## src/core/rbsc_pkg.sv

```systemverilog
`default_nettype none
package rbsc_pkg;
    // time base
    localparam int unsigned CLK_PERIOD_NS = 10;
    localparam int unsigned SUPPLY_SETTLE_MS = 100;
    localparam int unsigned SUPPLY_SETTLE_CYC = (SUPPLY_SETTLE_MS * 1000000) / CLK_PERIOD_NS;
    // clock ratios, in sys_clk cycles per half period
    localparam int unsigned SYS_HALF = 1;
    localparam int unsigned MODE_DIV = 256;
    localparam int unsigned MODE_HALF = SYS_HALF * MODE_DIV;
    localparam int unsigned MASTER_HALF = 1;
    // boot stream
    localparam int unsigned STREAM_LEN = 256;
    localparam logic [8:0] STREAM_LAST = 9'h0FF;
    localparam int unsigned MODE_DEF_W = 19;
    localparam logic [8:0] TIMER_DIS_POS = 9'h00B;
    // interrupt register layout
    localparam int unsigned GEN_INT_W = 6;
    localparam int unsigned INT_W = 7;
    localparam int unsigned NMI_POS = 6;
    localparam int unsigned TIMER_INT_POS = 5;
    localparam int unsigned TIMER_W = 16;
    // agent reset hold for a requested cold or warm reset
    localparam logic [7:0] RST_HOLD_LAST = 8'h0F;

    typedef enum logic [1:0] {
        DEV_RESET = 2'b00,
        DEV_RUN = 2'b01,
        DEV_STANDBY = 2'b11
    } rbsc_dev_state_e;

    typedef enum logic [2:0] {
        AG_OFF = 3'b000,
        AG_SETTLE = 3'b001,
        AG_STREAM = 3'b011,
        AG_REL_COLD = 3'b010,
        AG_REL_WARM = 3'b110,
        AG_RUN = 3'b111,
        AG_HOLD = 3'b101
    } rbsc_agent_state_e;
endpackage
`default_nettype wire

```

## src/core/rbsc_if.sv

```systemverilog
`default_nettype none
interface rbsc_if;
    // agent to device
    logic supply_good;
    logic power_on_rst_n;
    logic warm_rst_n;
    logic mode_data;
    logic [rbsc_pkg::GEN_INT_W-1:0] int_n;
    logic nmi_n;
    logic external_request_n;
    logic master_clk_in;
    // device to agent
    logic mode_clk;
    logic master_clk_out;
    logic system_clk_internal;
    logic [1:0] transmit_clk_out;
    logic [1:0] receive_clk_out;
    logic sync_clk_out;

    modport device_mp (
        input supply_good, power_on_rst_n, warm_rst_n, mode_data, int_n, nmi_n,
        input external_request_n, master_clk_in,
        output mode_clk, master_clk_out, system_clk_internal, transmit_clk_out,
        output receive_clk_out, sync_clk_out
    );
    modport agent_mp (
        output supply_good, power_on_rst_n, warm_rst_n, mode_data, int_n, nmi_n,
        output external_request_n, master_clk_in,
        input mode_clk, master_clk_out, system_clk_internal, transmit_clk_out,
        input receive_clk_out, sync_clk_out
    );
endinterface
`default_nettype wire

```

## src/core/rbsc_clkdiv.sv

```systemverilog
`default_nettype none
module rbsc_clkdiv #(
    parameter int unsigned HALF = 1,
    parameter int unsigned CW = 1
) (
    // clock and reset
    input wire logic sys_clk,
    input wire logic nrst,
    // control
    input wire logic run,
    // divided clock
    output logic clk_o,
    output logic rise
);
    typedef struct packed {
        logic [CW-1:0] cnt;
        logic clk;
    } rbsc_div_s;

    rbsc_div_s s;
    rbsc_div_s next_s;
    logic tick;

    always_comb begin
        next_s = s;
        tick = run && (s.cnt == CW'(HALF - 1));
        // held low while stopped so it restarts on a fresh half period
        if (!run) begin
            next_s.cnt = '0;
            next_s.clk = 1'b0;
        end else if (tick) begin
            next_s.cnt = '0;
            next_s.clk = ~s.clk;
        end else begin
            next_s.cnt = CW'(s.cnt + 1'b1);
        end
    end

    always_ff @(posedge sys_clk) begin
        if (!nrst) begin
            s <= '0;
        end else begin
            s <= next_s;
        end
    end

    assign clk_o = s.clk;
    assign rise = tick && !s.clk;
endmodule // rbsc_clkdiv
`default_nettype wire

```

## src/core/rbsc_device.sv

```systemverilog
`default_nettype none
module rbsc_device (
    // clock and reset
    input wire logic sys_clk,
    input wire logic nrst,
    // link to the agent
    rbsc_if.device_mp link,
    // core side
    input wire logic wait_exec,
    input wire logic bus_idle,
    input wire logic [rbsc_pkg::TIMER_W-1:0] timer_compare,
    input wire logic timer_ack,
    // status
    output logic [rbsc_pkg::INT_W-1:0] int_reg,
    output logic core_clk_en,
    output logic standby,
    output logic int_enable,
    output logic in_reset,
    output logic boot_done,
    output logic timer_int_disabled
);
    typedef struct packed {
        rbsc_pkg::rbsc_dev_state_e st;
        logic [rbsc_pkg::INT_W-1:0] int_reg;
        logic [rbsc_pkg::TIMER_W-1:0] timer_cnt;
        logic timer_pend;
        logic tmr_dis;
        logic [8:0] boot_cnt;
        logic boot_active;
        logic boot_done;
        logic boot_tail;
        logic sg_prev;
        logic int_en;
        logic clk_en;
        logic in_reset;
        logic mclk_out;
        logic stby;
    } rbsc_dev_s;

    rbsc_dev_s s;
    rbsc_dev_s next_s;
    logic [rbsc_pkg::INT_W-1:0] irq;
    logic sys_clk_q;
    logic mode_clk_q;
    logic mode_rise;
    logic any_rst;

    // system clock runs only while the cold reset is released
    rbsc_clkdiv #(
        .HALF(rbsc_pkg::SYS_HALF),
        .CW(1)
    ) u_sysdiv (
        .sys_clk(sys_clk),
        .nrst(nrst),
        .run(link.power_on_rst_n),
        .clk_o(sys_clk_q),
        .rise()
    );

    // mode clock runs only while the boot stream is active; standby does not gate it
    rbsc_clkdiv #(
        .HALF(rbsc_pkg::MODE_HALF),
        .CW(8)
    ) u_modediv (
        .sys_clk(sys_clk),
        .nrst(nrst),
        .run(s.boot_active),
        .clk_o(mode_clk_q),
        .rise(mode_rise)
    );

    always_comb begin
        next_s = s;
        any_rst = !link.power_on_rst_n || !link.warm_rst_n;
        // pins are sampled every cycle, standby included
        irq = {~link.nmi_n, ~link.int_n};
        if (s.timer_pend && !s.tmr_dis) begin
            irq[rbsc_pkg::TIMER_INT_POS] = 1'b1;
        end
        next_s.int_reg = irq;
        next_s.mclk_out = link.master_clk_in;

        // timer never stops; set wins over acknowledge
        next_s.timer_cnt = rbsc_pkg::TIMER_W'(s.timer_cnt + 1'b1);
        if (timer_ack) begin
            next_s.timer_pend = 1'b0;
        end
        if (s.timer_cnt == timer_compare) begin
            next_s.timer_pend = 1'b1;
        end

        // boot stream
        next_s.sg_prev = link.supply_good;
        if (link.supply_good && !s.sg_prev) begin
            next_s.boot_active = 1'b1;
            next_s.boot_tail = 1'b0;
            next_s.boot_cnt = '0;
            next_s.boot_done = 1'b0;
        end else if (!link.supply_good) begin
            next_s.boot_active = 1'b0;
            next_s.boot_tail = 1'b0;
        end else if (s.boot_tail) begin
            // last high phase runs out whole; a cut would shorten the period
            if (!mode_clk_q) begin
                next_s.boot_active = 1'b0;
                next_s.boot_tail = 1'b0;
            end
        end else if (s.boot_active && mode_rise) begin
            // agent shifts on the falling edge, so data is settled here
            if (s.boot_cnt == rbsc_pkg::TIMER_DIS_POS) begin
                next_s.tmr_dis = link.mode_data;
            end
            next_s.boot_cnt = 9'(s.boot_cnt + 1'b1);
            if (s.boot_cnt == rbsc_pkg::STREAM_LAST) begin
                next_s.boot_tail = 1'b1;
                next_s.boot_done = 1'b1;
            end
        end

        // power state
        next_s.in_reset = any_rst;
        if (any_rst) begin
            next_s.st = rbsc_pkg::DEV_RESET;
            next_s.clk_en = 1'b1;
            next_s.int_en = 1'b0;
        end else begin
            case (s.st)
                rbsc_pkg::DEV_RESET: begin
                    next_s.st = rbsc_pkg::DEV_RUN;
                end
                rbsc_pkg::DEV_RUN: begin
                    if (wait_exec) begin
                        next_s.int_en = 1'b1;
                        if (bus_idle) begin
                            next_s.st = rbsc_pkg::DEV_STANDBY;
                            next_s.clk_en = 1'b0;
                        end
                        // busy bus: wait only sets int_en and stays in DEV_RUN
                    end
                end
                rbsc_pkg::DEV_STANDBY: begin
                    // wake does not look at the mask, only at pending lines
                    if (|irq) begin
                        next_s.st = rbsc_pkg::DEV_RUN;
                        next_s.clk_en = 1'b1;
                    end
                end
                default: begin
                    next_s.st = rbsc_pkg::DEV_RESET;
                end
            endcase
        end
        // flop copy keeps the standby pin free of decode glitches
        next_s.stby = (next_s.st == rbsc_pkg::DEV_STANDBY);
    end

    always_ff @(posedge sys_clk) begin
        if (!nrst) begin
            s <= '{
                st: rbsc_pkg::DEV_RESET,
                clk_en: 1'b1,
                in_reset: 1'b1,
                default: '0
            };
        end else begin
            s <= next_s;
        end
    end

    // all clock outputs come from divider or sample flops; system and mode clocks stop when their divider run drops
    assign link.system_clk_internal = sys_clk_q;
    assign link.transmit_clk_out = {2{sys_clk_q}};
    assign link.receive_clk_out = {2{sys_clk_q}};
    assign link.sync_clk_out = sys_clk_q;
    assign link.mode_clk = mode_clk_q;
    assign link.master_clk_out = s.mclk_out;

    assign int_reg = s.int_reg;
    assign core_clk_en = s.clk_en;
    assign standby = s.stby;
    assign int_enable = s.int_en;
    assign in_reset = s.in_reset;
    assign boot_done = s.boot_done;
    assign timer_int_disabled = s.tmr_dis;
endmodule // rbsc_device
`default_nettype wire

```

## src/flat_wrapper.sv

```systemverilog
// flat-port wrapper written by rule: the top's interface ports become plain ports
module rbsc_device_flat 
  (sys_clk, nrst, wait_exec, bus_idle, timer_compare, timer_ack, int_reg, core_clk_en, standby, int_enable, in_reset, boot_done, timer_int_disabled, link_supply_good, link_power_on_rst_n, link_warm_rst_n, link_mode_data, link_int_n, link_nmi_n, link_external_request_n, link_master_clk_in, link_mode_clk, link_master_clk_out, link_system_clk_internal, link_transmit_clk_out, link_receive_clk_out, link_sync_clk_out);
  rbsc_if link_i ();
  input wire logic sys_clk;
  input wire logic nrst;
  input wire logic wait_exec;
  input wire logic bus_idle;
  input wire logic [rbsc_pkg::TIMER_W-1:0] timer_compare;
  input wire logic timer_ack;
  output logic [rbsc_pkg::INT_W-1:0] int_reg;
  output logic core_clk_en;
  output logic standby;
  output logic int_enable;
  output logic in_reset;
  output logic boot_done;
  output logic timer_int_disabled;
  input wire logic [$bits(link_i.supply_good)-1:0] link_supply_good;
  input wire logic [$bits(link_i.power_on_rst_n)-1:0] link_power_on_rst_n;
  input wire logic [$bits(link_i.warm_rst_n)-1:0] link_warm_rst_n;
  input wire logic [$bits(link_i.mode_data)-1:0] link_mode_data;
  input wire logic [$bits(link_i.int_n)-1:0] link_int_n;
  input wire logic [$bits(link_i.nmi_n)-1:0] link_nmi_n;
  input wire logic [$bits(link_i.external_request_n)-1:0] link_external_request_n;
  input wire logic [$bits(link_i.master_clk_in)-1:0] link_master_clk_in;
  output wire logic [$bits(link_i.mode_clk)-1:0] link_mode_clk;
  output wire logic [$bits(link_i.master_clk_out)-1:0] link_master_clk_out;
  output wire logic [$bits(link_i.system_clk_internal)-1:0] link_system_clk_internal;
  output wire logic [$bits(link_i.transmit_clk_out)-1:0] link_transmit_clk_out;
  output wire logic [$bits(link_i.receive_clk_out)-1:0] link_receive_clk_out;
  output wire logic [$bits(link_i.sync_clk_out)-1:0] link_sync_clk_out;
  assign link_i.supply_good = link_supply_good;
  assign link_i.power_on_rst_n = link_power_on_rst_n;
  assign link_i.warm_rst_n = link_warm_rst_n;
  assign link_i.mode_data = link_mode_data;
  assign link_i.int_n = link_int_n;
  assign link_i.nmi_n = link_nmi_n;
  assign link_i.external_request_n = link_external_request_n;
  assign link_i.master_clk_in = link_master_clk_in;
  assign link_mode_clk = link_i.mode_clk;
  assign link_master_clk_out = link_i.master_clk_out;
  assign link_system_clk_internal = link_i.system_clk_internal;
  assign link_transmit_clk_out = link_i.transmit_clk_out;
  assign link_receive_clk_out = link_i.receive_clk_out;
  assign link_sync_clk_out = link_i.sync_clk_out;
  rbsc_device u_core (.sys_clk(sys_clk), .nrst(nrst), .link(link_i), .wait_exec(wait_exec), .bus_idle(bus_idle), .timer_compare(timer_compare), .timer_ack(timer_ack), .int_reg(int_reg), .core_clk_en(core_clk_en), .standby(standby), .int_enable(int_enable), .in_reset(in_reset), .boot_done(boot_done), .timer_int_disabled(timer_int_disabled));
endmodule
```

## config.mk

```make
export PLATFORM = sky130hd
export DESIGN_NAME = rbsc_device_flat
export DESIGN_NICKNAME = d
export VERILOG_FILES = /design/src/core/rbsc_pkg.sv /design/src/core/rbsc_if.sv /design/src/core/rbsc_clkdiv.sv /design/src/core/rbsc_device.sv /design/src/flat_wrapper.sv
export SDC_FILE = /design/constraint.sdc
export NUM_CORES = 1
export LEC_CHECK = 0
export BUFFER_PORTS_ARGS = -buffer_cell sky130_fd_sc_hd__buf_4
export CAP_MARGIN = 20
export CORE_UTILIZATION = 53
export DETAILED_ROUTE_END_ITERATION = 10
export PLACE_DENSITY_LB_ADDON = 0.12
export SLEW_MARGIN = 20
export SYNTH_ARGS = -nofsm -noshare
export SYNTH_HDL_FRONTEND = slang
export SYNTH_SLANG_ARGS = --single-unit
```

## constraint.sdc

```tcl
create_clock -name sys_clk -period 2 [get_ports sys_clk]
set_clock_uncertainty 0.2 [all_clocks]
set_input_delay 0.2 -clock sys_clk [delete_from_list [all_inputs] [get_ports sys_clk]]
set_output_delay 0.2 -clock sys_clk [all_outputs]
set_load 0.1 [all_outputs]
```

Yosys cells after proc, flatten, opt, wreduce, memory -nomap -nowiden
Index checks and enable logic that the tools add are counted.
{"block": "op_classes", "n_eq_ne": 12, "addsub": 4, "mux": 23, "bitwise_logic": 11, "n_reduce_logical": 29}
{"cell": "16-bit by 1-bit adder with 16-bit output, second input constant", "count": 1}
{"cell": "16-bit equality test", "count": 1}
{"cell": "1-bit 2-to-1 mux", "count": 14}
{"cell": "2-bit 2-to-1 mux", "count": 6}
{"cell": "1-bit inverter", "count": 10}
{"cell": "9-bit by 1-bit adder with 9-bit output, second input constant", "count": 1}
{"cell": "9-bit by 4-bit equality test with 1-bit output, second input constant", "count": 1}
{"cell": "9-bit by 8-bit equality test with 1-bit output, second input constant", "count": 1}
{"cell": "3-bit OR reduction", "count": 3}
{"cell": "8-bit by 1-bit adder with 8-bit output, second input constant", "count": 1}
{"cell": "8-bit equality test, second input constant", "count": 1}
{"cell": "2-bit AND reduction", "count": 4}
{"cell": "4-bit AND reduction", "count": 2}
{"cell": "7-bit OR reduction", "count": 1}
{"cell": "1-bit logical AND", "count": 6}
{"cell": "6-bit inverter", "count": 1}
{"cell": "2-bit one-hot mux with 3 select lines", "count": 1}
{"cell": "1-bit zero test", "count": 5}
{"cell": "5-bit AND reduction", "count": 1}
{"cell": "2-bit equality test, second input constant", "count": 2}
{"cell": "2-bit != test, second input constant", "count": 2}
{"cell": "2-bit nonzero test", "count": 2}
{"cell": "2-bit OR reduction", "count": 2}
{"cell": "3-bit 2-to-1 mux", "count": 1}
{"cell": "9 further kinds", "count": 9}
{"block": "totals", "output_inout_bits": 21, "register_bits": 56}

Longest topological paths before layout
{"block": "depth", "depth_word": 8, "ltp_mapped": 6, "depth_no_buf": 6}

Hierarchy
Synthesis repeated with hierarchy kept, for this count alone.
{"block": "unflattened", "cells_unflattened": 271, "area_unflattened_um2": 2580.0}
{"mod": "rbsc_device", "instances": 1, "cells_each": 222, "seq_area_each_um2": 900.9, "area_per_inst_um2": 2107.0}
{"mod": "rbsc_clkdiv (u_core.u_modediv)", "instances": 1, "cells_each": 43, "seq_area_each_um2": 180.2, "area_per_inst_um2": 406.6}
{"mod": "rbsc_clkdiv (u_core.u_sysdiv)", "instances": 1, "cells_each": 6, "seq_area_each_um2": 40.0, "area_per_inst_um2": 66.3}

Least setup slack after synthesis
OpenSTA, ideal clock, no wires.
{"block": "synth_timing", "path_type": "register to register", "startpoint": "register u_core.u_modediv.s, in the netlist u_core.u_modediv.clk_o", "endpoint": "register u_core.s[16] (netlist name)", "stages_incl_launch_ff": 5, "setup_time_ns": 0.072, "arrival_time_ns": 1.777, "slack_ns": -0.049, "path_buffers": 0, "path_cell_list": "dfxtp_1 -> nor3b_4 -> nand3_4 -> or4_1 -> a21oi_1"}
{"block": "synth_between", "elab_chain_len": 4}
{"element": "from (decl)", "line_no": "rbsc_clkdiv.sv:20", "source": "rbsc_div_s s;"}
{"element": "from (signal assigned)", "line_no": "rbsc_clkdiv.sv:43", "source": "s <= next_s;"}
{"element": "1-bit zero test"}
{"element": "1-bit logical AND", "line_no": "rbsc_clkdiv.sv:48", "source": "assign rise = tick && !s.clk;"}
{"element": "1-bit logical AND", "line_no": "rbsc_device.sv:108", "source": "end else if (s.boot_active && mode_rise) begin"}
{"element": "3-bit AND reduction (no source line)"}
{"element": "to (signal assigned)", "line_no": "rbsc_device.sv:159", "source": "s <= '{"}
{"element": "to (signal assigned)", "line_no": "rbsc_device.sv:166", "source": "s <= next_s;"}
{"element": "to (decl)", "line_no": "rbsc_device.sv:40", "source": "rbsc_dev_s s;"}
Every way passes these cells.
A chain may end at the register's enable or synchronous reset.

Worst setup path after layout
{"block": "layout_timing", "startpoint": "register u_core.u_modediv.s[1] (netlist name)", "endpoint": "register u_core.s[16] (netlist name)"}
{"block": "layout_between", "elab_chain_len": 5}
{"element": "8-bit equality test", "line_no": "rbsc_clkdiv.sv:26", "source": "tick = run && (s.cnt == CW'(HALF - 1));"}
{"element": "1-bit logical AND", "line_no": "rbsc_clkdiv.sv:26"}
{"element": "1-bit logical AND", "line_no": "rbsc_clkdiv.sv:48"}
{"element": "1-bit logical AND", "line_no": "rbsc_device.sv:108"}
{"element": "3-bit AND reduction (no source line)"}
Every way passes these cells.

==> impl_metrics.ini <==
[setup_path]
critical_path.max_stage_delay_ns = 0.47
start_kind = flop
crit_family = simple AND/OR/NAND/NOR gates
path_cells = ha_1, and4_4, nand3_4, or4_1, a21oi_1
worstSetupPathType = flop to flop
crit_buf_inv = 0
rr_worst_depth = 5
crit_cells = 5
slowest_stage = or4_1
r2r_start = u_core.u_modediv.s[1]
crit_fanout = 7
arrival_ns = 1.91
cp_data_required_time_ns = 2.04
end_kind = flop
worstSetupStartpoint = u_core.u_modediv.s[1]

[timing]
fin_crit_ns = 1.86
fin_tns_setup_ns = 0
fmax_mhz = 536
drv_slew = 0
finalCritPeriodShare_pct = 93.2
rsz0062_at_grt = no
hold_violations = 0
setup_viol = 0

[routing]
route.antenna.remaining_nets = 0
totalWireLength_um = 4870
drt_first_pass_iters = 4
dr_total_vias = 1994
drt_iter0_markers = 96
vias_per_cell = 5.14
wl_per_cell_um = 12.6
drcViolationCount = 0

[clock_network]
path_clk_slew_ns = 0.09
cts_resized = 0
cts_inserted_buffers = 5
cts_tree = built
cts-root-buf = clkbuf_8
clock_latency_ns = 0.31
htree_levels = 2
cts.sinks = 56
cts_buffer_depth = 2

[floorplan]
start_util_pct = 56.1
row_count = 24
fp.coreArea_sq_um = 4410
pin_count = 55
die_h_um = 70.4
die_w_um = 70.4
die_area_sq_um = 4950

[global_routing]
antenna_found_initial = 0
gr-usage-all-layers_pct = 20.3
grt_pass1_vias = 1820
grt_max_degree = 23
grt_pass1_wl_um = 7940
gr-total-overflow = 0

[synth]
synth-seq-cells = 56
synth_area_sq_um = 2480
ys_seq_area_share_pct = 45.3
syn_inst = 277
synth_cell_types = 36
synth_warnings = 0
avgSynthCellArea_sq_um = 8.94
synth_nets = 315

[finish]
final_common_cell = dfxtp_1
antennaDiodeCount = 0
drive_gt1_share_pct = 20.2
fillers = 363
final_cell_mix = 55 x dfxtp_1, 54 x buf_4, 40 x nor2_1
syn2layout_area_growth_pct = 24.2
largest_reg_flops = 31
nNetsFinal = 373

[power_and_ir_drop]
vdd_ir_drop_max_v = 0.000497
static-leakage-power_nw = 1.22
finalPower_mw = 2.08
p_per_area_nw_per_um2 = 674

[min_path]
hold_path_class = input pin to flop
min-delay-start = link_mode_data
whs_path_depth = 4

[placed_design]
port_buffers = 53
place_hpwl_um = 3440
gp_congestion = 0.820

[flow_run]
maxCapViolations = 0

[outcome]
outcome = completed
## cell families (layout without fill, tap and decap cells)
kind of cell	count (synthesis)	count (layout)	synth area share (%)
AOI/OAI and AO/OA	23	23	5.35
xor gates and xnor gates	39	39	13.8
adders and majority gates	4	4	2.02
buffers and inverters	29	88	6.26
DFF	56	56	45.3
muxes	2	2	0.808
other	1	1	0.151
and+or+nand+nor	123	123	26.4
## worst min-delay path, cell delays in order
cell and delay [ns]:
buf_4 0.10, inv_1 0.05, or3_1 0.10, a21oi_1 0.05
## synth_stat cells (all sizes together)
library cell | instances | area [sq um]
dfxtp | 56 | 1120
nor2 | 40 | 150
xor2 | 23 | 201
nand2 | 21 | 78.8
xnor2 | 16 | 140
buf | 13 | 95.1
nand3 | 13 | 77.6
a21oi | 12 | 60.1
inv | 11 | 41.3
nand4 | 10 | 62.6
nor4 | 9 | 62.6
clkbuf | 5 | 18.8
nand2b | 5 | 31.3
ha | 4 | 50.1
nor3 | 4 | 20.0
o21ai | 4 | 20.0
a21boi | 3 | 22.5
and2 | 3 | 18.8
and3 | 3 | 18.8
and4 | 3 | 28.8
o31ai | 3 | 22.5
or4 | 3 | 22.5
mux2i | 2 | 20.0
nor4b | 2 | 17.5
or2 | 2 | 12.5
or3 | 2 | 12.5
a211oi | 1 | 7.51
and3b | 1 | 8.76
conb | 1 | 3.75
nand4bb | 1 | 11.3
nor3b | 1 | 18.8
## area by class of cell
| type | instances | area (sq um) | area share (%) |
|---|---|---|---|
| multi-input cells | 192 | 1200 | 39.0 |
| flip-flops and latches | 56 | 1120 | 36.5 |
| clock inverters | 2 | 10.0 | 0.325 |
| inverters | 11 | 41.3 | 1.34 |
| clock buffers | 6 | 82.6 | 2.68 |
| repair buffers | 69 | 556 | 18.0 |
| well taps | 52 | 65.1 | 2.11 |
## what timing repair did
item | in CTS | in global routing
hold endpoints to repair | 14 | 0
hold buffers | 15 | 0
setup buffers | 0 | 0
## layer usage
| layer | vias to the layer above | track usage (%) | part of all wire, % |
|---|---|---|---|
| li1 | 1038 | - | - |
| met2 | 43 | 34.7 | 49 |
| met4 | 0 | 6.44 | 0.64 |
| met1 | 909 | 24.4 | 45 |
| met5 | - | 0 | 0 |
| met3 | 4 | 5.63 | 4.5 |
## where the power goes
part | switching, mW | total [mW] | internal [mW]
logic | 0.181 | 0.287 | 0.106
clock network | 0.359 | 0.637 | 0.277
registers | 0.0165 | 1.15 | 1.14
## metrics by stage
step	setup slack [ns]	hold slack, ns	cells	util [%]	cell area, sq um
finish	0.135	0.0371	388	69.7	3080
global route	0.0450	0.0332	388	69.7	3080
CTS	0.129	0.0203	388	69.7	3080
detailed placement	0.147	0.168	365	64.2	2840
global placement	0.178	0.169	365	64.2	2840
floorplan	0.0483	0.0724	277	-	2480
## final timing paths
path                          endpoint  slack, ns
max                       u_core.s[16]       0.14
max reg2reg               u_core.s[16]       0.14
min reg2reg      u_core.u_modediv.s[1]       0.27
min          u_core.timer_int_disabled       0.04
(Power assumes the default switching activity.)
